File: src/esf_pkg.sv
// Constants, register map and carriers for the enable sequencer and fault flags.
// Assumes a single 20 MHz core clock and a word-aligned Avalon-MM register bus.
package esf_pkg;
   localparam int unsigned CLK_KHZ = 20000;
   localparam int unsigned TICK_US = 1000;
   localparam int unsigned TICK_CYC = (CLK_KHZ * TICK_US) / 1000;
   localparam int unsigned SHORT_US = 1000;
   localparam int unsigned SHORT_CYC = (CLK_KHZ * SHORT_US + 999) / 1000;

   localparam logic [7:0] ADDR_CTRL = 8'h00;
   localparam logic [7:0] ADDR_VOLT = 8'h04;
   localparam logic [7:0] ADDR_RISE = 8'h08;
   localparam logic [7:0] ADDR_FALL = 8'h0c;
   localparam logic [7:0] ADDR_RESET = 8'h10;
   localparam logic [7:0] ADDR_FLAGS = 8'h14;
   localparam logic [7:0] ADDR_MASK = 8'h18;
   localparam logic [7:0] ADDR_STATUS = 8'h1c;

   localparam int CTRL_ON_LSB = 0;
   localparam int CTRL_PIN_LSB = 8;
   localparam int CTRL_DUAL_BIT = 16;
   localparam int VOLT_B0_LSB = 0;
   localparam int VOLT_B1_LSB = 8;
   localparam int VOLT_L0_LSB = 16;
   localparam int VOLT_L1_LSB = 24;
   localparam int DLY_W = 24;
   localparam int RST_TRIG_BIT = 0;
   localparam int RST_MASK_BIT = 1;
   localparam int FLG_W = 14;
   localparam int FLG_OC_LSB = 0;
   localparam int FLG_SHORT_LSB = 4;
   localparam int FLG_TWARN = 8;
   localparam int FLG_TSD = 9;
   localparam int FLG_OVP = 10;
   localparam int FLG_GOOD_LSB = 11;
   localparam int FLG_RESET = 13;
   localparam int MSK_W = 9;
   localparam int MSK_OC_LSB = 0;
   localparam int MSK_TWARN = 4;
   localparam int MSK_RISE_LSB = 5;
   localparam int MSK_FALL_LSB = 7;
   localparam int STS_OC_LSB = 0;
   localparam int STS_TWARN = 4;
   localparam int STS_TSD = 5;
   localparam int STS_OVP = 6;
   localparam int STS_GOOD_LSB = 7;
   localparam int STS_EN_LSB = 11;

   localparam logic [5:0] ELAPSED_MAX = 6'h3f;
   // Delay code to milliseconds of the enable-pin timebase
   localparam logic [15:0][5:0] DELAY_TICKS = {6'h20, 6'h18, 6'h14, 6'h10, 6'h0e, 6'h0c,
      6'h0a, 6'h08, 6'h07, 6'h06, 6'h05, 6'h04, 6'h03, 6'h02, 6'h01, 6'h00};

   typedef struct packed {
      logic en;
      logic supply_ok;
      logic [3:0] overcurrent;
      logic thermal_warn;
      logic thermal_sd;
      logic overvoltage;
      logic [3:0] good;
      logic [3:0] low;
   } esf_sense_t;

   typedef struct packed {
      logic [5:0] on;
      logic [5:0] pin_sel;
      logic dual;
      logic [1:0][7:0] buck_code;
      logic [1:0][4:0] lin_code;
      logic [5:0][3:0] rise;
      logic [5:0][3:0] fall;
      logic reset_mask;
      logic [FLG_W-1:0] flags;
      logic [MSK_W-1:0] mask;
   } esf_regs_t;

   localparam esf_regs_t REGS_RST = '0;

   typedef struct packed {
      logic [3:0] enable;
      logic [1:0][7:0] buck_code;
      logic [1:0][4:0] lin_code;
      logic aux_output_a;
      logic aux_output_b;
   } esf_drive_t;

   typedef struct packed {
      esf_regs_t regs;
      esf_sense_t s1;
      esf_sense_t s2;
      esf_sense_t s3;
      esf_sense_t clean;
      logic en_q;
      logic [5:0] seq_on;
      logic [15:0] prescale;
      logic [5:0] elapsed;
      logic [3:0][15:0] short_cnt;
      logic [1:0] good_q;
      logic soft_pend;
      logic note_pend;
      logic otp_load;
      logic wreq;
      logic [31:0] rdata;
      esf_drive_t drive;
      logic irq_n;
   } esf_state_t;
endpackage : esf_pkg

File: src/esf_top.sv
// Enable-pin sequencer, reset handling and fault flags of a power-management controller.
// Assumes asynchronous monitor inputs from the analog side and an Avalon-MM master.
// Operation
// - A buck follows the enable pin only when its on bit and pin select are 1.
// - Pin-controlled regulators run at their voltage codes while the pin is high.
// - After an enable rise, each pin-controlled regulator turns on after its rise delay.
// - After an enable fall, each pin-controlled regulator turns off after its fall delay.
// - Linear regulators use the same on bit plus pin select qualification.
// - A pin-controlled aux output rises after its own rise delay.
// - A pin-controlled aux output falls after its own fall delay.
// - Register enables act at once; delays apply only to pin transitions.
// - Writing 1 to the soft reset trigger starts a reset; the bit self-clears.
// - Soft reset turns all off, drops aux outputs, restores defaults, reloads OTP.
// - The bus interface is not reset by a soft reset.
// - Supply undervoltage turns all off, drops aux outputs and restores defaults.
// - Supply recovery performs power-on reset, loads OTP and starts per registers.
// - Events set flags; the interrupt pin stays low until all flags clear.
// - After fault shutdown or soft reset, set the reset flag unless masked.
// - The reset flag mask reloads from OTP at every reset.
// - Overcurrent sets a maskable sticky flag and live status; clear fails while active.
// - Buck output low for 1 ms disables it and sets its short flag.
// - Linear output low for 1 ms disables it and sets its short flag.
// - Thermal warning sets a maskable flag that cannot clear while warm.
// - Thermal shutdown or overvoltage turns all off and sets a persistent flag.
// - Buck good rise and fall each set the good flag, each under its mask.
// - Good status bits show live output validity.
// - In dual-phase mode the master phase registers control both phases.
module esf_top
   import esf_pkg::*;
#(
   parameter logic [15:0] TICK_CYCLES = 16'(TICK_CYC),
   parameter logic [15:0] SHORT_CYCLES = 16'(SHORT_CYC)
) (
   // Clock and reset
   input wire logic clk,
   input wire logic resetn,
   // Avalon-MM slave
   input wire logic [7:0] address,
   input wire logic read,
   input wire logic write,
   input wire logic [31:0] writedata,
   input wire logic [3:0] byteenable,
   output logic [31:0] readdata,
   output logic waitrequest,
   // Enable pin, monitors and OTP
   input wire esf_sense_t sense,
   input wire logic otp_reset_mask,
   // Regulator and pin drive
   output esf_drive_t drive,
   output logic irq_low_pin
);
   logic [1:0] rst_pipe;
   logic rst_n;
   esf_state_t s;
   esf_state_t next_s;

   always_ff @(posedge clk or negedge resetn) begin
      if (!resetn) begin
         rst_pipe <= 2'h0;
      end else begin
         rst_pipe <= {rst_pipe[0], 1'b1};
      end
   end
   assign rst_n = rst_pipe[1];

   function automatic logic [31:0] rd_word(input logic [7:0] a);
      logic [31:0] w;
      w = '0;
      case (a)
         ADDR_CTRL: begin
            w[CTRL_ON_LSB +: 6] = s.regs.on;
            w[CTRL_PIN_LSB +: 6] = s.regs.pin_sel;
            w[CTRL_DUAL_BIT] = s.regs.dual;
         end
         ADDR_VOLT: begin
            w[VOLT_B0_LSB +: 8] = s.regs.buck_code[0];
            w[VOLT_B1_LSB +: 8] = s.regs.buck_code[1];
            w[VOLT_L0_LSB +: 5] = s.regs.lin_code[0];
            w[VOLT_L1_LSB +: 5] = s.regs.lin_code[1];
         end
         ADDR_RISE: w[DLY_W-1:0] = s.regs.rise;
         ADDR_FALL: w[DLY_W-1:0] = s.regs.fall;
         ADDR_RESET: w[RST_MASK_BIT] = s.regs.reset_mask;
         ADDR_FLAGS: w[FLG_W-1:0] = s.regs.flags;
         ADDR_MASK: w[MSK_W-1:0] = s.regs.mask;
         ADDR_STATUS: begin
            w[STS_OC_LSB +: 4] = s.clean.overcurrent;
            w[STS_TWARN] = s.clean.thermal_warn;
            w[STS_TSD] = s.clean.thermal_sd;
            w[STS_OVP] = s.clean.overvoltage;
            w[STS_GOOD_LSB +: 4] = s.clean.good;
            w[STS_EN_LSB +: 6] = {s.drive.aux_output_b, s.drive.aux_output_a, s.drive.enable};
         end
         default: ;
      endcase
      return w;
   endfunction : rd_word

   always_comb begin
      esf_sense_t c;
      logic fault;
      logic req;
      logic acc;
      logic edge_seen;
      logic [31:0] bm;
      logic [31:0] wd;
      logic [31:0] m;
      logic [5:0] tgt;
      logic [5:0] eff;
      logic [3:0] trip;
      logic [1:0] g_rise;
      logic [1:0] g_fall;
      logic [FLG_W-1:0] set;
      int k;
      c = s.clean;
      fault = c.thermal_sd | c.overvoltage;
      req = read | write;
      acc = req & ~s.wreq;
      edge_seen = c.en != s.en_q;
      bm = {{8{byteenable[3]}}, {8{byteenable[2]}}, {8{byteenable[1]}}, {8{byteenable[0]}}};
      wd = writedata & bm;
      m = (rd_word(address) & ~bm) | wd;
      tgt = '0;
      eff = '0;
      trip = '0;
      set = '0;
      g_rise = '0;
      g_fall = '0;
      k = 0;
      next_s = s;
      next_s.soft_pend = 1'b0;

      // Three-stage sampling; a change counts once stages two and three agree
      next_s.s1 = sense;
      next_s.s2 = s.s1;
      next_s.s3 = s.s2;
      next_s.clean = (s.s2 & s.s3) | (s.clean & (s.s2 ^ s.s3));

      // One wait state per access; the answer stands in the cycle waitrequest is low
      next_s.wreq = ~(req & s.wreq);
      if (req & s.wreq) begin
         next_s.rdata = read ? rd_word(address) : 32'h0;
      end
      if (acc & write) begin
         case (address)
            ADDR_CTRL: begin
               next_s.regs.on = m[CTRL_ON_LSB +: 6];
               next_s.regs.pin_sel = m[CTRL_PIN_LSB +: 6];
               next_s.regs.dual = m[CTRL_DUAL_BIT];
            end
            ADDR_VOLT: begin
               next_s.regs.buck_code[0] = m[VOLT_B0_LSB +: 8];
               next_s.regs.buck_code[1] = m[VOLT_B1_LSB +: 8];
               next_s.regs.lin_code[0] = m[VOLT_L0_LSB +: 5];
               next_s.regs.lin_code[1] = m[VOLT_L1_LSB +: 5];
            end
            ADDR_RISE: next_s.regs.rise = m[DLY_W-1:0];
            ADDR_FALL: next_s.regs.fall = m[DLY_W-1:0];
            ADDR_RESET: begin
               // Host may write the mask, but OTP overrides it at the next reset
               next_s.regs.reset_mask = m[RST_MASK_BIT];
               next_s.soft_pend = wd[RST_TRIG_BIT];
            end
            ADDR_FLAGS: next_s.regs.flags = s.regs.flags & ~wd[FLG_W-1:0];
            ADDR_MASK: next_s.regs.mask = m[MSK_W-1:0];
            default: ;
         endcase
      end

      // Timebase restarts on every pin edge so delays count from the edge itself
      if (edge_seen) begin
         next_s.en_q = c.en;
         next_s.elapsed = '0;
         next_s.prescale = '0;
      end else if (s.prescale == TICK_CYCLES - 16'h1) begin
         next_s.prescale = '0;
         if (s.elapsed != ELAPSED_MAX) begin
            next_s.elapsed = s.elapsed + 6'h1;
         end
      end else begin
         next_s.prescale = s.prescale + 16'h1;
      end
      for (int i = 0; i < 6; i++) begin
         tgt = s.en_q ? DELAY_TICKS[s.regs.rise[i]] : DELAY_TICKS[s.regs.fall[i]];
         if (!edge_seen && s.elapsed >= tgt) begin
            next_s.seq_on[i] = s.en_q;
         end
      end

      // Output low too long trips the regulator off
      for (int i = 0; i < 4; i++) begin
         if (s.drive.enable[i] && c.low[i]) begin
            if (s.short_cnt[i] == SHORT_CYCLES - 16'h1) begin
               trip[i] = 1'b1;
               next_s.short_cnt[i] = '0;
               next_s.regs.on[i] = 1'b0;
            end else begin
               next_s.short_cnt[i] = s.short_cnt[i] + 16'h1;
            end
         end else begin
            next_s.short_cnt[i] = '0;
         end
      end

      for (int i = 0; i < 6; i++) begin
         k = (s.regs.dual && i == 1) ? 0 : i;
         eff[i] = s.regs.on[k] & (~s.regs.pin_sel[k] | s.seq_on[k]) & ~fault;
         if (i < 4) begin
            eff[i] = eff[i] & ~trip[i] & ~(s.regs.dual && i == 1 ? trip[0] : 1'b0);
         end
      end

      // Flag sources; a set in the same cycle as a clear wins
      g_rise = c.good[1:0] & ~s.good_q;
      g_fall = ~c.good[1:0] & s.good_q;
      next_s.good_q = c.good[1:0];
      set[FLG_OC_LSB +: 4] = c.overcurrent & ~s.regs.mask[MSK_OC_LSB +: 4];
      set[FLG_SHORT_LSB +: 4] = trip;
      set[FLG_TWARN] = c.thermal_warn & ~s.regs.mask[MSK_TWARN];
      set[FLG_TSD] = c.thermal_sd;
      set[FLG_OVP] = c.overvoltage;
      set[FLG_GOOD_LSB +: 2] = (g_rise & ~s.regs.mask[MSK_RISE_LSB +: 2])
         | (g_fall & ~s.regs.mask[MSK_FALL_LSB +: 2]);
      if (s.otp_load) begin
         next_s.regs.reset_mask = otp_reset_mask;
         next_s.otp_load = 1'b0;
      end
      if (fault) begin
         next_s.note_pend = 1'b1;
      end else if (s.note_pend && !s.otp_load) begin
         next_s.note_pend = 1'b0;
         set[FLG_RESET] = ~s.regs.reset_mask;
      end
      next_s.regs.flags = next_s.regs.flags | set;

      next_s.drive.enable = eff[3:0];
      next_s.drive.aux_output_a = eff[4];
      next_s.drive.aux_output_b = eff[5];
      next_s.drive.buck_code[0] = s.regs.buck_code[0];
      next_s.drive.buck_code[1] = s.regs.dual ? s.regs.buck_code[0] : s.regs.buck_code[1];
      next_s.drive.lin_code = s.regs.lin_code;

      // Soft reset and undervoltage leave the bus fields alone
      if (s.soft_pend || !c.supply_ok) begin
         next_s.regs = REGS_RST;
         next_s.seq_on = '0;
         next_s.short_cnt = '0;
         next_s.drive = '0;
         next_s.otp_load = 1'b1;
         next_s.note_pend = 1'b1;
      end
      next_s.irq_n = ~|next_s.regs.flags;
   end

   always_ff @(posedge clk or negedge rst_n) begin
      if (!rst_n) begin
         s <= '0;
         s.wreq <= 1'b1;
         s.otp_load <= 1'b1;
         s.note_pend <= 1'b1;
         s.irq_n <= 1'b1;
      end else begin
         s <= next_s;
      end
   end

   assign readdata = s.rdata;
   assign waitrequest = s.wreq;
   assign drive = s.drive;
   assign irq_low_pin = s.irq_n;
endmodule : esf_top

File: config.mk
export PLATFORM = sky130hd
export DESIGN_NAME = esf_top
export DESIGN_NICKNAME = d
export VERILOG_FILES = /design/src/esf_pkg.sv /design/src/esf_top.sv
export SDC_FILE = /design/constraint.sdc
export NUM_CORES = 1
export LEC_CHECK = 0
export ABC_AREA = 1
export BUFFER_PORTS_ARGS = -buffer_cell sky130_fd_sc_hd__buf_2
export CAP_MARGIN = 20
export CORE_MARGIN = 8
export CORE_UTILIZATION = 55
export CTS_CLUSTER_SIZE = 40
export DETAILED_ROUTE_END_ITERATION = 8
export GPL_ROUTABILITY_DRIVEN = 0
export PLACE_DENSITY_LB_ADDON = 0.3
export SKIP_CTS_REPAIR_TIMING = 1
export SLEW_MARGIN = 20
export SYNTH_ARGS = -nofsm -noshare
export SYNTH_HDL_FRONTEND = slang
export SYNTH_SLANG_ARGS = --single-unit
File: constraint.sdc
create_clock -name clk -period 9.45 [get_ports clk]
set_clock_uncertainty 0.1 [all_clocks]
set_input_delay 0.4725 -clock clk [delete_from_list [all_inputs] [get_ports clk]]
set_output_delay 0.4725 -clock clk [all_outputs]
set_load 0.05 [all_outputs]
==> results of run 1 <==
[worst min-delay path: stages]
cell	delay, ns
buf_2	0.13
nand2_1	0.06
nor3_1	0.05
[state kept, by name, summed over array words and instances, names as in the netlist]
name	flops
s	241
next_s	36
drive	32
readdata	29
rst_pipe	2
irq_low_pin	1
waitrequest	1
[routing by layer]
layer | part of all wire, % | vias to the layer above
li1 | - | 7072
met1 | 43 | 7116
met2 | 44 | 635
met3 | 7.8 | 138
met4 | 4.8 | 0
met5 | 0 | -
[Yosys cell counts, types with 7 or more instances]
cell and instances:
nor2_1 204, ha_1 59, a21o_1 19, buf_2 23, o21ai_1 19, nor3b_1 11, buf_4 69, o2111ai_1 8
a31oi_1 13, o21ai_0 126, o31ai_1 11, nand4_1 82, clkbuf_1 24, buf_1 7, xor2_1 12, o32ai_1 8
nand3_1 81, inv_2 9, a21oi_1 87, dfrtp_1 338, inv_1 227, nor3_1 52, a22o_1 10, or2_2 13
o211ai_1 18, o22ai_1 8, nand2_1 482
[power by group through the flow]
stage / registers, mW / logic, mW / clock network, mW
floorplan: 1.62 / 0.302 / 0
global placement: 1.61 / 0.422 / 0
detailed placement: 1.61 / 0.441 / 0
CTS: 1.59 / 0.444 / 1.57
global route: 1.60 / 0.513 / 1.63
finish: 1.59 / 0.454 / 1.55
[stage by stage]
| step | total power [mW] | utilization [%] | hold slack [ns] | setup WS, ns | std cells |
|---|---|---|---|---|---|
| after floorplan | 1.917 | - | 0.07691 | 3.764 | 2107 |
| after global placement | 2.033 | 57.20 | 0.1573 | 6.082 | 2523 |
| after detailed placement | 2.055 | 57.20 | 0.1596 | 6.003 | 2523 |
| after CTS | 3.601 | 61.32 | -0.3950 | 5.894 | 2586 |
| after global routing | 3.739 | 61.92 | 0.1217 | 5.500 | 2604 |
| final | 3.591 | 61.92 | 0.1407 | 5.781 | 2604 |
[worst min path at each step]
stage / startpoint / cells past startpoint / end / slack [ns]
after floorplan: resetn / 0 / rst_pipe[0] / 0.08
after global placement: resetn / 1 / rst_pipe[0] / 0.16
after detailed placement: resetn / 1 / rst_pipe[0] / 0.16
after CTS: resetn / 1 / rst_pipe[1] / -0.40
after global routing: writedata[0] / 3 / s[68] / 0.12
final: writedata[0] / 3 / s[68] / 0.14
[area by class of cell]
class	instances	share of cell area, %
sequential	342	43.96
multi-input combinational	1401	37.47
clock buffer	52	5.406
timing repair buffer	157	4.712
inverter	239	4.616
tap	402	2.581
clock inverter	11	1.252
[logic make-up after synthesis]
| logic type | after synthesis | share of synthesized area, % |
|---|---|---|
| AND/OR/NAND/NOR | 965 | 24.29 |
| buffers and inverters | 364 | 9.544 |
| AO/OA/AOI/OAI | 356 | 12.12 |
| flip-flops | 342 | 48.89 |
| adder cells (fa/ha/maj) | 59 | 4.215 |
| XOR/XNOR | 17 | 0.8929 |
| other | 2 | 0.04288 |
[cell usage in the layout, fill, tap and decap left out, types with 6 or more instances in the layout]
cell type / netlist / final
a21oi_1: 87 / 87
o32ai_1: 8 / 8
a22o_1: 10 / 10
nor2_1: 204 / 203
inv_1: 227 / 226
nand3_1: 81 / 81
o21ai_1: 19 / 19
inv_2: 9 / 10
nand2_1: 482 / 482
a31oi_1: 13 / 13
ha_1: 59 / 59
nand4_1: 82 / 82
bufinv_16: 0 / 7
nand3_2: 6 / 6
buf_4: 69 / 12
nor3_1: 52 / 52
o31ai_1: 11 / 11
clkbuf_1: 24 / 9
o2111ai_1: 8 / 8
o21ai_0: 126 / 126
o211ai_1: 18 / 18
nor3b_1: 11 / 11
dlygate4sd3_1: 0 / 18
or2_2: 13 / 13
buf_2: 23 / 125
a21o_1: 19 / 19
o22ai_1: 8 / 8
dfrtp_1: 338 / 337
xor2_1: 12 / 12
clkbuf_16: 0 / 38
==> results.ini, run 1 <==
[sta]
fin_setup_tns_ns=0
period_share_pct=38.82
slew_violations=0
setup_viol=0
rsz0062_at_grt=false
max_freq_ghz=0.2726
relSlewSlack_pct=32.84
hold_viol=0
period_needed_ns=3.669
tightestPinTransition_ns=1.005

[critical_path]
cpMaxStageDelayCell=clkinv_1
crit_path_end_kind=flop
crit_path_start=s[163]
cp_num_buf_inv=3
path_class=flop to flop
crit_chain=buf_4 > clkinv_1 > nand2_1 > o32ai_1 > a311oi_1 > ha_1 > inv_1 > nor2_1 > o211ai_1 > o2111ai_1 > nand2_1 > nor2_1 > a21oi_1
rrSetupSlack_ns=5.78
cp_top_family=buffers and inverters
startpoint_type=flop
critPathMaxFanout=43
arrival_ns=4.01
regToRegEndpoint=s[161]
timing.rr.start=s[163]
slowest_delay_ns=0.86
crit_cells=13
reg2reg_depth=13
setup.worst_path.end=s[161]
worstPathRequired_ns=9.79

[synthesis]
yosys.area.top_type=dfrtp_1
synth_cell_type_count=56
yosysWarnings=0
ys.flop_type=dfrtp_1
ys_async_sr_fraction_pct=100.0
synth_area_um2=17520
synth_top_cell_area_share_pct=48.29
ys_seq_area_share_pct=48.89
ys_ff_latch=342
synth_edf_count=0
synthCells=2105
synth.area.top_cells=dfrtp_1 (48%), nand2_1 (10%), inv_1 (4.9%)
avgSynthCellArea_um2=8.321

[cts]
cts_buffers=36
clk_latency_ns=0.53
clock-sinks=342
path_clk_slew_ns=0.06
clk_path_buf_depth=3
htreeDepth=2
root_buffer=clkbuf_16
cts_tree=built

[routing]
wirelength_um=46040
wl_per_cell_um=17.68
first_iter_violations=1511
vias=14960
viasPerCell=5.745
drcViolationCount=0
ant_nets=0
dr.pass1.iters=8

[power_and_ir_drop]
p_leak_nw=9.531
switching_power_mw=0.9520
comb_power_share_pct=12.6
internal-power_mw=2.639
irDropWorstVdd_mv=0.1460
swShare_pct=26.51
clockPowerShare_pct=43.1
pwr_density_cell_nw_per_um2=184.3
seqPwrFrac_pct=44.2

[cells_and_area]
area_delta_synth_final_pct=11.27
drive_gt1_share_pct=11.53
multiInputGateArea_um2=7303
nFillCells=2645
nets=2302
antenna_cells=0
regArea_um2=8567
finalInstanceArea_um2=19490

[grt]
groute.layer.met1.usage_pct=32.36
grt_util_met2_pct=36.98
grt_pass1_wl_um=74750
antenna_found_initial=0
grt_pass1_vias=14560
grtUsageTotal_pct=23.95
busiest_layer=met2
grt_max_degree=82
met3_usage_pct=4.370
grt_overflow=0

[floorplanning]
initial_core_util_pct=55.65
die_y_um=194.5
fp.dieW_um=194.5
num_io_pins=132
fp-row-count=65
dieArea_um2=37810
core_um2=31470

[placement]
placed_area_um2=18000
port_buffers=125
hpwl_um=31840

[min_path]
holdCritPathClass=primary input to flop

[flow_run]
maxCapViolCount=0

[run_status]
status=complete, no violations

(Power assumes the default switching activity.)
==> inputs of run 2 (changes only) <==
--- a/config.mk
+++ b/config.mk
@@ -5,7 +5,7 @@
 export SDC_FILE = /design/constraint.sdc
 export NUM_CORES = 1
 export LEC_CHECK = 0
-export ABC_AREA = 1
+export ABC_AREA = 0
 export BUFFER_PORTS_ARGS = -buffer_cell sky130_fd_sc_hd__buf_2
 export CAP_MARGIN = 20
 export CORE_MARGIN = 8
==> constraint.sdc (replaced) <==
create_clock -name clk -period 3 [get_ports clk]
set_clock_uncertainty 0.1 [all_clocks]
set_input_delay 0.15 -clock clk [delete_from_list [all_inputs] [get_ports clk]]
set_output_delay 0.15 -clock clk [all_outputs]
set_load 0.05 [all_outputs]
==> results.ini, run 2 <==
[grt]
grt_pass1_vias=13360  ; was 14560
grtUsageTotal_pct=24.76  ; was 23.95%
antenna_found_initial=1  ; was 0
groute.layer.met1.usage_pct=32.84  ; was 32.36%
busiest_layer=met2  ; unchanged
met3_usage_pct=4.884  ; was 4.370%
grt_overflow=0  ; unchanged
grt_pass1_wl_um=72350  ; was 74750 um
grt_util_met2_pct=39.49  ; was 36.98%
grt_max_degree=93  ; was 82

[sta]
slew_violations=0  ; unchanged
relSlewSlack_pct=36.60  ; was 32.84%
max_freq_ghz=0.3880  ; was 0.2726 GHz
hold_viol=3  ; was 0
fin_setup_tns_ns=0  ; unchanged
rsz0062_at_grt=false  ; unchanged
layout_setup_ws_ns=0.4227  ; was 5.781 ns
period_needed_ns=2.577  ; was 3.669 ns
period_share_pct=85.91  ; was 38.82%
whs_ns=-0.008015  ; was 0.1407 ns
tightestPinTransition_ns=0.9475  ; was 1.005 ns
setup_viol=0  ; unchanged

[routing]
ant_nets=0  ; unchanged
wirelength_um=47030  ; was 46040 um
first_iter_violations=1588  ; was 1511
vias=13800  ; was 14960
dr.pass1.iters=6  ; was 8
wl_per_cell_um=20.90  ; was 17.68 um
viasPerCell=6.132  ; was 5.745
drcViolationCount=0  ; unchanged

[synthesis]
ys_seq_area_share_pct=50.22  ; was 48.89%
synth.area.top_cells=dfrtp_1 (50%), ha_1 (4.3%), nand2_1 (4.0%)  ; was dfrtp_1 (48%), nand2_1 (10%), inv_1 (4.9%)
ys.flop_type=dfrtp_1  ; unchanged
synth_cell_type_count=77  ; was 56
synth_top_cell_area_share_pct=49.60  ; was 48.29%
synth_edf_count=0  ; unchanged
avgSynthCellArea_um2=9.978  ; was 8.321 um2
yosys.area.top_type=dfrtp_1  ; unchanged
yosysWarnings=0  ; unchanged
ys_ff_latch=342  ; unchanged
ys_async_sr_fraction_pct=100.0  ; unchanged
synthTopCellsByCount=dfrtp_1 (338), nand2_1 (181), nor2_1 (169)  ; was nand2_1 (482), dfrtp_1 (338), inv_1 (227)
synthCells=1709  ; was 2105
synth_area_um2=17050  ; was 17520 um2
synth_most_common_cell=dfrtp_1  ; was nand2_1

[cells_and_area]
antenna_cells=0  ; unchanged
largest_register_ffs=241  ; unchanged
final_common_cell=dfrtp_1  ; was nand2_1
drive_gt1_share_pct=15.43  ; was 11.53%
layout_common_cells=dfrtp_1 (337), nand2_1 (181), nor2_1 (167)  ; was nand2_1 (482), dfrtp_1 (337), inv_1 (226)
finalInstanceArea_um2=19540  ; was 19490 um2
final_util_pct=63.88  ; was 61.92%
finish.cell_count_without_fillers=2250  ; was 2604
nFillCells=2416  ; was 2645
area_delta_synth_final_pct=14.59  ; was 11.27%
nets=1952  ; was 2302
regMostFlops=s  ; unchanged

[placement]
dpl_worst_slack_ns=0.4032  ; was 6.003 ns
place_inst=2139  ; was 2523
port_buffers=125  ; unchanged
placed_area_um2=17850  ; was 18000 um2
hpwl_um=33220  ; was 31840 um

[floorplanning]
initial_core_util_pct=55.75  ; was 55.65%
dieArea_um2=36890  ; was 37810 um2
core_um2=30590  ; was 31470 um2
fp.dieW_um=192.1  ; was 194.5 um
die_y_um=192.1  ; was 194.5 um
fp-row-count=64  ; was 65
num_io_pins=132  ; unchanged

[critical_path]
cp_top_family=compound AO/OA/AOI/OAI gates  ; was buffers and inverters
crit_path_end_kind=flop  ; unchanged
arrival_ns=2.89  ; was 4.01 ns
rrSetupSlack_ns=0.42  ; was 5.78 ns
startpoint_type=flop  ; unchanged
slowest_delay_ns=0.41  ; was 0.86 ns
crit_chain=inv_1 > nand2_1 > o32ai_1 > ha_1 > nand2b_1 > a21o_1 > a21o_1 > a211oi_1 > or3b_2 > nand3_1  ; was buf_4 > clkinv_1 > nand2_1 > o32ai_1 > a311oi_1 > ha_1 > inv_1 > nor2_1 > o211ai_1 > o2111ai_1 > nand2_1 > nor2_1 > a21oi_1
cpMaxStageDelayCell=dfrtp_1  ; was clkinv_1
crit_top_cell=a21o_1
cp_num_buf_inv=1  ; was 3
worstPathRequired_ns=3.31  ; was 9.79 ns
critPathMaxFanout=15  ; was 43
path_class=flop to flop  ; unchanged

[flow_run]
maxCapViolCount=0  ; unchanged

[run_status]
status=complete, but fails checks  ; was complete, no violations
violations=hold timing

[power_and_ir_drop]
irDropWorstVdd_mv=0.4590  ; was 0.1460 mV
p_leak_nw=8.740  ; was 9.531 nW
pwr_density_cell_nw_per_um2=548.6  ; was 184.3 nW/um2
finalPower_mw=10.72  ; was 3.591 mW

[cts]
clk_path_buf_depth=3  ; unchanged
clock-sinks=342  ; unchanged
cts_tree=built  ; unchanged
root_buffer=clkbuf_16  ; unchanged
cts_buffers=36  ; unchanged
path_clk_slew_ns=0.06  ; about the same
htreeDepth=2  ; unchanged
clk_latency_ns=0.54  ; was 0.53 ns

[min_path]
holdCritPathClass=primary input to flop  ; unchanged

run 2: changes by cell type in the layout (fill, tap and decap cells not counted), moves of 27 or more:
cell / previous run / this run
buf_4: 12 / 40
xor2_1: 12 / 50
a21oi_1: 87 / 59
mux2_2: 0 / 27
a22oi_1: 0 / 28
inv_1: 226 / 37
and2_1: 1 / 28
nand4_1: 82 / 25
nand2_1: 482 / 181
nor2_1: 203 / 167
dlygate4sd3_1: 18 / 46
run 2: worst register-to-register path: cells and delay by family (launching register included):
kind / cells / cell delay (ns)
adders and majority gates: 1 / 0.27
buffers and inverters: 1 / 0.37
and+or+nand+nor: 4 / 0.49
AOI/OAI and AO/OA: 4 / 0.81
DFF: 1 / 0.41
run 2: cell type report:
class,instances,area [um2],share of cell area (%)
multi-input cells,1191,7594,38.86
flip-flops and latches,342,8567,43.84
inverters,39,146.4,0.7492
well taps,396,495.5,2.536
clock buffers,52,1031,5.276
repair buffers,217,1506,7.710
clock inverters,13,200.2,1.025
run 2: cells by family after synthesis:
family / Yosys count / synth area share (%)
adders and majority gates: 59 / 4.329
xor gates and xnor gates: 72 / 3.698
buffers and inverters: 178 / 5.430
muxes: 55 / 3.573
and+or+nand+nor: 614 / 17.63
other: 2 / 0.04404
AOI/OAI and AO/OA: 387 / 15.08
DFF: 342 / 50.22
run 2: power breakdown:
part	leakage (nW)	internal, mW	switching, mW
clock network	0.598	2.76	1.88
registers	4.59	4.76	0.176
logic	3.55	0.456	0.681
run 2: final timing paths:
path                                from          end  depth (start not counted)
max                               s[163]       s[160]                         10
max reg2reg                       s[163]       s[160]                         10
min                        writedata[22]       s[302]                          5
min reg2reg                  next_s[200]  next_s[183]                          0
max in group asynchronous    rst_pipe[1]  waitrequest                          1
min in group asynchronous    rst_pipe[1]       s[130]                          0
run 2: routing by layer:
layer,up-vias,routed length [um]
met5,-,10
met4,2,2016
met3,179,4313
met2,690,21880
met1,6671,18810
li1,6256,-
